## config.mk

```make
export PLATFORM = sky130hd
export DESIGN_NAME = pmc_counter
export DESIGN_NICKNAME = d
export VERILOG_FILES = /design/src/logic/pmc_counter.v
export VERILOG_INCLUDE_DIRS = /design/src /design/src/logic
export SDC_FILE = /design/constraint.sdc
export NUM_CORES = 1
export LEC_CHECK = 0
export BUFFER_PORTS_ARGS = -buffer_cell sky130_fd_sc_hd__buf_2
export CAP_MARGIN = 20
export CORE_MARGIN = 2
export CORE_UTILIZATION = 60
export DETAILED_ROUTE_END_ITERATION = 6
export GPL_ROUTABILITY_DRIVEN = 0
export GPL_TIMING_DRIVEN = 0
export PLACE_DENSITY_LB_ADDON = 0.05
export SETUP_SLACK_MARGIN = 0.3
export SLEW_MARGIN = 20
export SYNTH_ARGS = -nofsm -noshare
export SYNTH_HDL_FRONTEND = slang
export SYNTH_SLANG_ARGS = --single-unit
```

## constraint.sdc

```tcl
create_clock -name clk_sys -period 7.9 [get_ports clk_sys]
set_input_delay 1.975 -clock clk_sys [delete_from_list [all_inputs] [get_ports clk_sys]]
set_output_delay 1.975 -clock clk_sys [all_outputs]
set_load 0.005 [all_outputs]
```

## src/logic/pmc_defines.vh

```
// Register offsets, field positions, reset values and divider ratios
// for the periodic modulo counter. Definitions only.
`ifndef PMC_DEFINES_VH
`define PMC_DEFINES_VH

// Register indexes on the plain register port
`define PMC_OFS_STATUS_CONTROL 2'h0
`define PMC_OFS_COUNT_VALUE 2'h1
`define PMC_OFS_MODULO_LIMIT 2'h2
`define PMC_OFS_IRQ_STATUS 2'h3

// Field positions in status_control
`define PMC_BIT_MATCH_FLAG 7
`define PMC_BIT_SRC_HI 6
`define PMC_BIT_SRC_LO 5
`define PMC_BIT_IRQ_EN 4
`define PMC_BIT_PS_HI 3
`define PMC_BIT_PS_LO 0

// Reset values
`define PMC_RST_SC 8'h00
`define PMC_RST_MOD 8'h00
`define PMC_RST_CNT 8'h00

// Clock source codes
`define PMC_SRC_LPO 2'h0
`define PMC_SRC_EXT 2'h1

// Prescaler divide ratios, small and large tables, each holding binary and decimal ratios
`define PMC_DIV_B1 18'h00008
`define PMC_DIV_B2 18'h00020
`define PMC_DIV_B3 18'h00040
`define PMC_DIV_B4 18'h00080
`define PMC_DIV_B5 18'h00100
`define PMC_DIV_B6 18'h00200
`define PMC_DIV_B7 18'h00400
`define PMC_DIV_B8 18'h00001
`define PMC_DIV_B9 18'h00002
`define PMC_DIV_B10 18'h00004
`define PMC_DIV_B11 18'h0000a
`define PMC_DIV_B12 18'h00010
`define PMC_DIV_B13 18'h00064
`define PMC_DIV_B14 18'h001f4
`define PMC_DIV_B15 18'h003e8
`define PMC_DIV_H1 18'h00400
`define PMC_DIV_H2 18'h00800
`define PMC_DIV_H3 18'h01000
`define PMC_DIV_H4 18'h02000
`define PMC_DIV_H5 18'h04000
`define PMC_DIV_H6 18'h08000
`define PMC_DIV_H7 18'h10000
`define PMC_DIV_H8 18'h003e8
`define PMC_DIV_H9 18'h007d0
`define PMC_DIV_H10 18'h01388
`define PMC_DIV_H11 18'h02710
`define PMC_DIV_H12 18'h04e20
`define PMC_DIV_H13 18'h0c350
`define PMC_DIV_H14 18'h186a0
`define PMC_DIV_H15 18'h30d40

`endif

```

## src/logic/pmc_counter.v

```verilog
// Periodic modulo counter: prescaler, 8-bit up-counter, modulo match and interrupt.
// Assumes source clocks arrive as slow levels from other domains, sampled on clk_sys,
// and that the system gives debug and stop indications as levels on clk_sys.
//
// Operation
// - One 8-bit up-counter, comparator and prescaler give one periodic interrupt.
// - Match flag bit 7 sets on match; writing 1 clears it; reset clears.
// - Source field 6..5: 00 low-power osc, 01 external ref, 1x internal ref.
// - Writing a changed source value clears prescaler and counter.
// - Interrupt enable bit 4 gates the match flag onto the request.
// - Writing a changed prescale code clears prescaler and counter; reset gives off.
// - With source bit 0 low, codes give binary/decimal small ratios.
// - With source bit 0 high, codes give large ratios up to 200000.
// - Counter keeps running in wait mode so a match can wake it.
// - Counter keeps running in shallow stop modes; match wakes the processor.
// - Low-power osc works in both stop modes; reference clocks only shallowest.
// - With every source disabled the counter holds and cannot wake.
// - Debug mode freezes counting; resumes from held value unless reconfigured.
// - No chip pins; clocks and interrupt are internal signals.
// - Counter increments to modulo, then wraps to zero setting the match flag.
// - Modulo write clears prescaler and counter; modulo zero matches every tick.
// - Count register is read-only, writes ignored, reset clears it.
//
// Design decisions made here: the address-and-strobe port and the register offsets.
`include "pmc_defines.vh"
`default_nettype none

module pmc_counter
(
  // Clock, reset, enable
  input wire clk_sys,
  input wire srst,
  input wire clk_en,
  // Register port
  input wire [1:0] reg_addr,
  input wire [7:0] reg_wdata,
  input wire reg_wr,
  input wire reg_rd,
  output reg [7:0] reg_rdata,
  // Source clocks from the clock generator, internal nets
  input wire low_power_osc_1khz,
  input wire external_ref_clock,
  input wire internal_ref_clock,
  // Power mode indications
  input wire debug_active,
  input wire stop_deep,
  input wire stop_shallow,
  // Interrupt and wake
  output wire irq,
  output wire wake_req
);

  // ==========================================================
  // Control registers
  reg match_flag_q;
  reg [1:0] clock_source_select_q;
  reg match_irq_enable_q;
  reg [3:0] prescale_select_q;
  reg [7:0] modulo_limit_q;
  reg [7:0] count_value_q;
  reg [17:0] presc_q;
  reg [0:0] irq_mask_q;
  reg [0:0] irq_stat_q;

  wire wr_sc = reg_wr && (reg_addr == `PMC_OFS_STATUS_CONTROL);
  wire wr_mod = reg_wr && (reg_addr == `PMC_OFS_MODULO_LIMIT);
  wire wr_irq = reg_wr && (reg_addr == `PMC_OFS_IRQ_STATUS);
  wire rd_irq = reg_rd && (reg_addr == `PMC_OFS_IRQ_STATUS);
  wire src_chg = wr_sc &&
    (reg_wdata[`PMC_BIT_SRC_HI:`PMC_BIT_SRC_LO] != clock_source_select_q);
  wire ps_chg = wr_sc && (reg_wdata[`PMC_BIT_PS_HI:`PMC_BIT_PS_LO] != prescale_select_q);
  wire restart = src_chg || ps_chg || wr_mod;

  // ==========================================================
  // Source clock synchronisers, two flops then edge detect
  // Each source is asynchronous to clk_sys; the second and third flops feed the edge detect.
  // A source must stay high and low for at least two system cycles or ticks are lost.
  wire [2:0] src_pin = {internal_ref_clock, external_ref_clock, low_power_osc_1khz};
  wire [2:0] src_rise;
  genvar gi;
  generate
    for (gi = 0; gi < 3; gi = gi + 1)
    begin : g_sync
      reg s1_q;
      reg s2_q;
      reg s3_q;
      always @(posedge clk_sys)
      begin
        if (srst)
        begin
          s1_q <= 1'b0;
          s2_q <= 1'b0;
          s3_q <= 1'b0;
        end
        else if (clk_en)
        begin
          s1_q <= src_pin[gi];
          s2_q <= s1_q;
          s3_q <= s2_q;
        end
      end
      // Idle level of every source is low, so no false edge follows reset
      assign src_rise[gi] = s2_q && !s3_q;
    end
  endgenerate

  // ==========================================================
  // Source select and availability in low-power modes
  // Shallow stop leaves every source running, so stop_shallow needs no gating here.
  // It is accepted so the power controller can drive both levels without a special case.
  reg src_tick;
  always @*
  begin
    src_tick = 1'b0;
    if (clock_source_select_q == `PMC_SRC_LPO)
      src_tick = src_rise[0];
    else if (clock_source_select_q == `PMC_SRC_EXT)
      src_tick = src_rise[1] && !stop_deep;
    else
      src_tick = src_rise[2] && !stop_deep;
  end

  // Divide ratio lookup; zero means prescaler off
  // A full table instead of a shifter: the decimal ratios are not powers of two,
  // and one flat compare against the ratio keeps the prescaler to a single adder.
  reg [17:0] div_ratio;
  always @*
  begin
    div_ratio = 18'h00000;
    if (!clock_source_select_q[0])
    begin
      case (prescale_select_q)
        4'h1:
        begin
          div_ratio = `PMC_DIV_B1;
        end
        4'h2:
        begin
          div_ratio = `PMC_DIV_B2;
        end
        4'h3:
        begin
          div_ratio = `PMC_DIV_B3;
        end
        4'h4:
        begin
          div_ratio = `PMC_DIV_B4;
        end
        4'h5:
        begin
          div_ratio = `PMC_DIV_B5;
        end
        4'h6:
        begin
          div_ratio = `PMC_DIV_B6;
        end
        4'h7:
        begin
          div_ratio = `PMC_DIV_B7;
        end
        4'h8:
        begin
          div_ratio = `PMC_DIV_B8;
        end
        4'h9:
        begin
          div_ratio = `PMC_DIV_B9;
        end
        4'ha:
        begin
          div_ratio = `PMC_DIV_B10;
        end
        4'hb:
        begin
          div_ratio = `PMC_DIV_B11;
        end
        4'hc:
        begin
          div_ratio = `PMC_DIV_B12;
        end
        4'hd:
        begin
          div_ratio = `PMC_DIV_B13;
        end
        4'he:
        begin
          div_ratio = `PMC_DIV_B14;
        end
        4'hf:
        begin
          div_ratio = `PMC_DIV_B15;
        end
        default:
        begin
          div_ratio = 18'h00000;
        end
      endcase
    end
    else
    begin
      // Large ratios serve the external reference and the internal reference at source code 11
      case (prescale_select_q)
        4'h1:
        begin
          div_ratio = `PMC_DIV_H1;
        end
        4'h2:
        begin
          div_ratio = `PMC_DIV_H2;
        end
        4'h3:
        begin
          div_ratio = `PMC_DIV_H3;
        end
        4'h4:
        begin
          div_ratio = `PMC_DIV_H4;
        end
        4'h5:
        begin
          div_ratio = `PMC_DIV_H5;
        end
        4'h6:
        begin
          div_ratio = `PMC_DIV_H6;
        end
        4'h7:
        begin
          div_ratio = `PMC_DIV_H7;
        end
        4'h8:
        begin
          div_ratio = `PMC_DIV_H8;
        end
        4'h9:
        begin
          div_ratio = `PMC_DIV_H9;
        end
        4'ha:
        begin
          div_ratio = `PMC_DIV_H10;
        end
        4'hb:
        begin
          div_ratio = `PMC_DIV_H11;
        end
        4'hc:
        begin
          div_ratio = `PMC_DIV_H12;
        end
        4'hd:
        begin
          div_ratio = `PMC_DIV_H13;
        end
        4'he:
        begin
          div_ratio = `PMC_DIV_H14;
        end
        4'hf:
        begin
          div_ratio = `PMC_DIV_H15;
        end
        default:
        begin
          div_ratio = 18'h00000;
        end
      endcase
    end
  end

  // Wait and shallow stop do not gate counting; only prescaler off, debug and source loss do
  wire run = (div_ratio != 18'h00000) && !debug_active;
  wire adv = run && src_tick;
  wire ps_out = adv && (presc_q == div_ratio - 18'h00001);
  wire cnt_match = (count_value_q == modulo_limit_q);

  // ==========================================================
  // Prescaler and counter
  // Restart wins over a tick in the same cycle so a reconfigured counter starts clean.
  always @(posedge clk_sys)
  begin
    if (srst)
    begin
      presc_q <= 18'h00000;
      count_value_q <= `PMC_RST_CNT;
    end
    else if (clk_en)
    begin
      if (restart)
      begin
        presc_q <= 18'h00000;
        count_value_q <= `PMC_RST_CNT;
      end
      else if (adv)
      begin
        presc_q <= ps_out ? 18'h00000 : presc_q + 18'h00001;
        if (ps_out)
          count_value_q <= cnt_match ? 8'h00 : count_value_q + 8'h01;
      end
    end
  end

  // ==========================================================
  // Status and control register
  wire match_evt = ps_out && cnt_match && !restart;
  always @(posedge clk_sys)
  begin
    if (srst)
    begin
      match_flag_q <= 1'b0;
      clock_source_select_q <= 2'h0;
      match_irq_enable_q <= 1'b0;
      prescale_select_q <= 4'h0;
      modulo_limit_q <= `PMC_RST_MOD;
    end
    else if (clk_en)
    begin
      // Set wins over a clear in the same cycle
      if (match_evt)
        match_flag_q <= 1'b1;
      else if (wr_sc && reg_wdata[`PMC_BIT_MATCH_FLAG])
        match_flag_q <= 1'b0;
      if (wr_sc)
      begin
        clock_source_select_q <= reg_wdata[`PMC_BIT_SRC_HI:`PMC_BIT_SRC_LO];
        match_irq_enable_q <= reg_wdata[`PMC_BIT_IRQ_EN];
        prescale_select_q <= reg_wdata[`PMC_BIT_PS_HI:`PMC_BIT_PS_LO];
      end
      if (wr_mod)
        modulo_limit_q <= reg_wdata;
    end
  end

  // ==========================================================
  // Sticky interrupt status, cleared on read, with mask
  always @(posedge clk_sys)
  begin
    if (srst)
    begin
      irq_stat_q <= 1'b0;
      irq_mask_q <= 1'b1;
    end
    else if (clk_en)
    begin
      if (match_evt)
        irq_stat_q <= 1'b1;
      else if (rd_irq || (wr_sc && reg_wdata[`PMC_BIT_MATCH_FLAG]))
        irq_stat_q <= 1'b0;
      if (wr_irq)
        irq_mask_q <= reg_wdata[0:0];
    end
  end

  // Request also drops when the match flag is cleared by software
  assign irq = match_irq_enable_q && match_flag_q && irq_stat_q[0] && irq_mask_q[0];
  assign wake_req = irq;

  // ==========================================================
  // Read data, one cycle after the strobe
  // Data returns to zero so a stale value never looks like a fresh read.
  always @(posedge clk_sys)
  begin
    if (srst)
      reg_rdata <= 8'h00;
    else if (clk_en)
    begin
      reg_rdata <= 8'h00;
      if (reg_rd)
      begin
        case (reg_addr)
          `PMC_OFS_STATUS_CONTROL:
            reg_rdata <= {match_flag_q, clock_source_select_q, match_irq_enable_q,
              prescale_select_q};
          `PMC_OFS_COUNT_VALUE: reg_rdata <= count_value_q;
          `PMC_OFS_MODULO_LIMIT: reg_rdata <= modulo_limit_q;
          `PMC_OFS_IRQ_STATUS: reg_rdata <= {6'h00, irq_mask_q, irq_stat_q};
          default: reg_rdata <= 8'h00;
        endcase
      end
    end
  end

endmodule

`default_nettype wire

```

# Word-level counts from Yosys, hierarchy flattened

Memory sizes are Yosys's and may differ from the RTL's. A register that Yosys moved wholly into a read port is not among the register bits.
Cells that the tools add are included.
Widths: inputs -> output; s select.

Input port bits: 21
Flip-flop bits (word level): 61
ROM bits: 416
Memories kept: 2
Output and inout bits: 10
Word-level logic and storage cells: 95

Memory list:

| memory           | words | bits a word | rd ports | clocked after memory_dff | write ports | RTL line          | RTL |
|---|---|---|---|---|---|---|---|
| (name not given) | 16    | 15          | 1        | 1                        | 0           | pmc_counter.v:202 | `case (prescale_select_q)` |
| (name not given) | 16    | 11          | 1        | 1                        | 0           | pmc_counter.v:132 | `case (prescale_select_q)` |

Equal/unequal tests: 8
Mux-type cells: 20
$add $sub $neg: 3
Reductions and logical operators: 43

Operators with widths:

| kind                  | count |
|---|---|
| $mux 18               | 4 |
| $mux 8                | 5 |
| $pmux 8 s4            | 1 |
| $logic_and 1x1->1     | 20 |
| $add 18x1->18 const B | 1 |
| $eq 18x18->1          | 1 |
| $reduce_bool 18->1    | 1 |
| $sub 18x1->18 const B | 1 |
| $mux 4                | 4 |
| $reduce_and 2->1      | 6 |
| $add 8x1->8 const B   | 1 |
| $eq 8x8->1            | 1 |
| $reduce_bool 2->1     | 4 |
| $logic_not 1->1       | 6 |
| $mux 1                | 6 |
| $eq 2x1->1 const B    | 2 |
| $eq 2x2->1 const B    | 2 |
| $logic_not 2->1       | 2 |
| $ne 4x4->1            | 1 |
| $logic_or 1x1->1      | 3 |
| $reduce_and 3->1      | 1 |
| $ne 2x2->1            | 1 |

# Depth between registers and ports, before layout

Word-level depth: 11
Gate-level depth with buffers: 14
Depth with buffers taken out: 11

# Worst setup path before layout

No wires, ideal clock.

Path type: in2reg
Start point: input reg_wdata[2]
End point: register count_value_q[4]
Slack: 3793 ps
Setup time: 59 ps
Data required time: 7841 ps
Stages: 8
Arrival: 4049 ps
Buffers on the path: 0
Cells stage by stage: xor2_1 nor4_1 a41oi_1 nor3_1 nand2b_1 or4_1 o31a_1 nand2_1

Longest elaborated chain between the ends: 6
Elaborated cells on any way between the ends: 8
Those cells by class: eq/ne (1); mux (1); reduce/logical (6)

Ends and longest elaborated chain:

| what                              | RTL line          | RTL |
|---|---|---|
| from (decl)                       | pmc_counter.v:36  | `input wire [7:0] reg_wdata,` |
| $ne 4x4->1 (*)                    | pmc_counter.v:71  | `` wire ps_chg = wr_sc && (reg_wdata[`PMC_BIT_PS_HI:`PMC_BIT_PS_LO] != prescale_select_q); `` |
| $logic_and 1x1->1 (*)             | pmc_counter.v:71  |  |
| $logic_or 1x1->1 (*) (2 in a row) | pmc_counter.v:72  | `wire restart = src_chg \|\| ps_chg \|\| wr_mod;` |
| $reduce_bool 2->1 (no line)       | -                 |  |
| $reduce_and 3->1 (no line)        | -                 |  |
| to (signal assigned)              | pmc_counter.v:285 | `` count_value_q <= `PMC_RST_CNT; `` |
| to (signal assigned)              | pmc_counter.v:292 | `` count_value_q <= `PMC_RST_CNT; `` |
| to (signal assigned)              | pmc_counter.v:298 | `count_value_q <= cnt_match ? 8'h00 : count_value_q + 8'h01;` |
| to (decl)                         | pmc_counter.v:60  | `reg [7:0] count_value_q;` |

Every way passes the cells marked *; elsewhere a longest branch is shown, timed or not.
A chain may end at the register's enable or synchronous reset.

# Final worst setup path

Ends and elaborated chain as after synthesis.

==> metrics.txt <==
Most Crowded Layer GR met2; grt ovf 0; MaxCap Viol Count 0; post-CTS sizing 0; Worst Setup SP reg_wdata[2]; Seq cells post-synth 87; Yosys top cell area share 34.45%; drt first-iter violations 438; Critical Path RT 8.21 ns; Initial Utilization 61.85%; syn_nets 649; Slew Limit Fails 0; Die Area 9177 um2; first-pass GRT wire length 21.10 mm; Post-synth EDFFs 0; pin count of the biggest net entering global routing 16; placed instance area 5328 um2; pwr dens 153.3 nW/um2; number of CTS-inserted buffers 9; hold buffers post-CTS 0; crit path kind input port to register; Site Rows 33; Synth top cells by count 87 x dfxtp_1, 87 x nand2_1, 42 x nor2_1; TritonCTS clock tree done; Distinct cells, synth 66; Total GRT Usage 29.65%; met2 usage 46.45%; Gate Count Post-Synth 619; vias per cell 6.227; wire length per cell 17.43 um; RSZ-0062 raised after global routing false; ANT nets after route 0; clock root cell clkbuf_8; worst-path fanout max 9; clk_skew 0.01155 ns; Reg clk slew, reported paths 0.09 ns; Diodes inserted 0; number of port buffers 28; period utilisation layout 57.32%; post-route cell area 5524 um2; post-route setup TNS 0 ns; Num Clock Sinks 87; minimum clock period 4.528 ns; Area contributors post-synth dfxtp_1 34%, nand2_1 6.5%, xnor2_1 5.4%; element type at the critical path start input port; synthesized-area fraction occupied by adder cells 2.227%; nets 688; DIE HEIGHT 95.80 um; Clk Latency, worst-skew pair 0.36 ns; fraction of synthesized cell area in xor and xnor cells 9.008%; Register Area 1742 um2; Synth async-reset ratio 0%; area leader, netlist dfxtp_1; via count 4782; clock buffer depth 2; Final Hold Viols 0; sequential area share after synthesis 34.45%; crit path DAT 4.83 ns; initial antenna violation count 0; drt first pass iters 5; post-CTS setup buffer count 0; hold_sp modulo_limit_q[1]; Ys Warns 0; Simple-Gate Fraction of Synth Area 29.08%; final setup fails 0; largest family of logic cells by synthesized area simple AND/OR/NAND/NOR gates; Ports 31; Least-Margin Pin Slew 0.9500 ns; Tightest Hold Check Type register to register; # DRC 0; layout cells sized above 1 9.955%; post-DP HPWL 9.925 mm; Fillers 723; vias in the first global route 4311; Mean Syn Cell Area 8.168 um2; final WL 13.39 mm; reg2reg start clock_source_select_q[0]; Post-synth top flop dfxtp_1; Max-slew headroom 36.18%; layout overhead on the synthesized area 9.255%; met1 Track Usage GR 41.28%; Post-Syn Area 5056 um2; mux cell area share after synthesis 6.236%; met3 Use GR 5.482%; CTS HTree Levels 3; leak pwr 2.148 nW; core area 8175 um2; run status completed; Die X 95.80 um; Setup crit end kind register; Max Fclk 220.9 MHz; Worst VDD drop 0.0001914 V; compound-gate portion of the synthesized area 14.97%; Multi-input gate area 3110 um2
metrics by stage:
| step | instances | util (%) | hold WS, ns | setup WS [ns] | power [mW] |
|---|---|---|---|---|---|
| finish | 768 | 67.57 | 0.4917 | 3.372 | 0.8470 |
| global route | 768 | 67.57 | 0.5098 | 3.180 | 0.8735 |
| CTS | 768 | 67.57 | 0.4877 | 3.463 | 0.8502 |
| detailed placement | 752 | 65.17 | 0.4748 | 3.083 | 0.5401 |
| global placement | 752 | 65.17 | 0.4661 | 3.078 | 0.5379 |
| floorplan | 619 | - | 0.4445 | 3.793 | 0.5141 |
cell type report:
class / instances / area share [%]
multi-input cells: 482 / 56.31
flip-flops and latches: 87 / 31.53
plain buffers: 35 / 2.673
repair buffers: 28 / 2.537
well taps: 105 / 2.378
clock buffers: 10 / 2.310
clock inverters: 6 / 1.246
inverters: 15 / 1.019
power breakdown:
part	internal [mW]	leakage, nW	switching, mW
Combinational	0.0303	1.35	0.0522
Sequential	0.444	0.703	0.00579
Clock	0.148	0.0968	0.167
Total	0.622	2.15	0.225
metal layers:
| layer | vias up | share of wire, % |
|---|---|---|
| met5 | - | 0 |
| met4 | 0 | 2.0 |
| met3 | 26 | 7.4 |
| met2 | 208 | 46 |
| met1 | 2268 | 45 |
| li1 | 2280 | - |
critical path, cell delays in order:
cell      delay, ns
buf_2          0.12
xor2_1         0.15
nor4_1         0.39
a41oi_1        0.30
nor3_1         0.78
nand2b_1       0.27
or4_1          0.52
o31a_1         0.25
nand2_1        0.07
layout by cell type, fill, tap and decap left out, types with 4 or more instances in the layout:
master    instances
inv_1            15
xnor2_1          31
or2_2             4
a21o_1            5
nand2b_1          6
nor3_1           33
clkbuf_8          9
nand4_1          10
xor2_1           21
and3_1           13
clkbuf_1         26
o21ai_0          22
nand4b_1          8
nor3b_1           4
nor2_1           42
a21oi_1          39
ha_1              9
mux2i_1          27
buf_2            32
nand2_1          87
or4_1             9
dfxtp_1          87
a21boi_0          4
o31a_1            6
nor2b_1          15
and4_1            5
nor4_1            6
and2_1            5
or3_1             5
nand3_1          15
logic make-up (layout without fill, tap and decap cells):
family | Yosys count | count (layout)
buffers and inverters | 50 | 94
DFF | 87 | 87
and+or+nand+nor | 280 | 280
AOI/OAI and AO/OA | 112 | 112
xor gates and xnor gates | 52 | 52
adders and majority gates | 9 | 9
muxes | 29 | 29
path summary, 6_finish.rpt:
kind | endpoint | slack [ns] | depth (start not counted)
hold reg to reg | modulo_limit_q[1] | 0.49 | 2
setup / recovery | count_value_q[4] | 3.37 | 9
setup reg to reg | count_value_q[3] | 4.14 | 11
hold / removal | modulo_limit_q[1] | 0.49 | 2
Power figures use the tool's default switching activity.
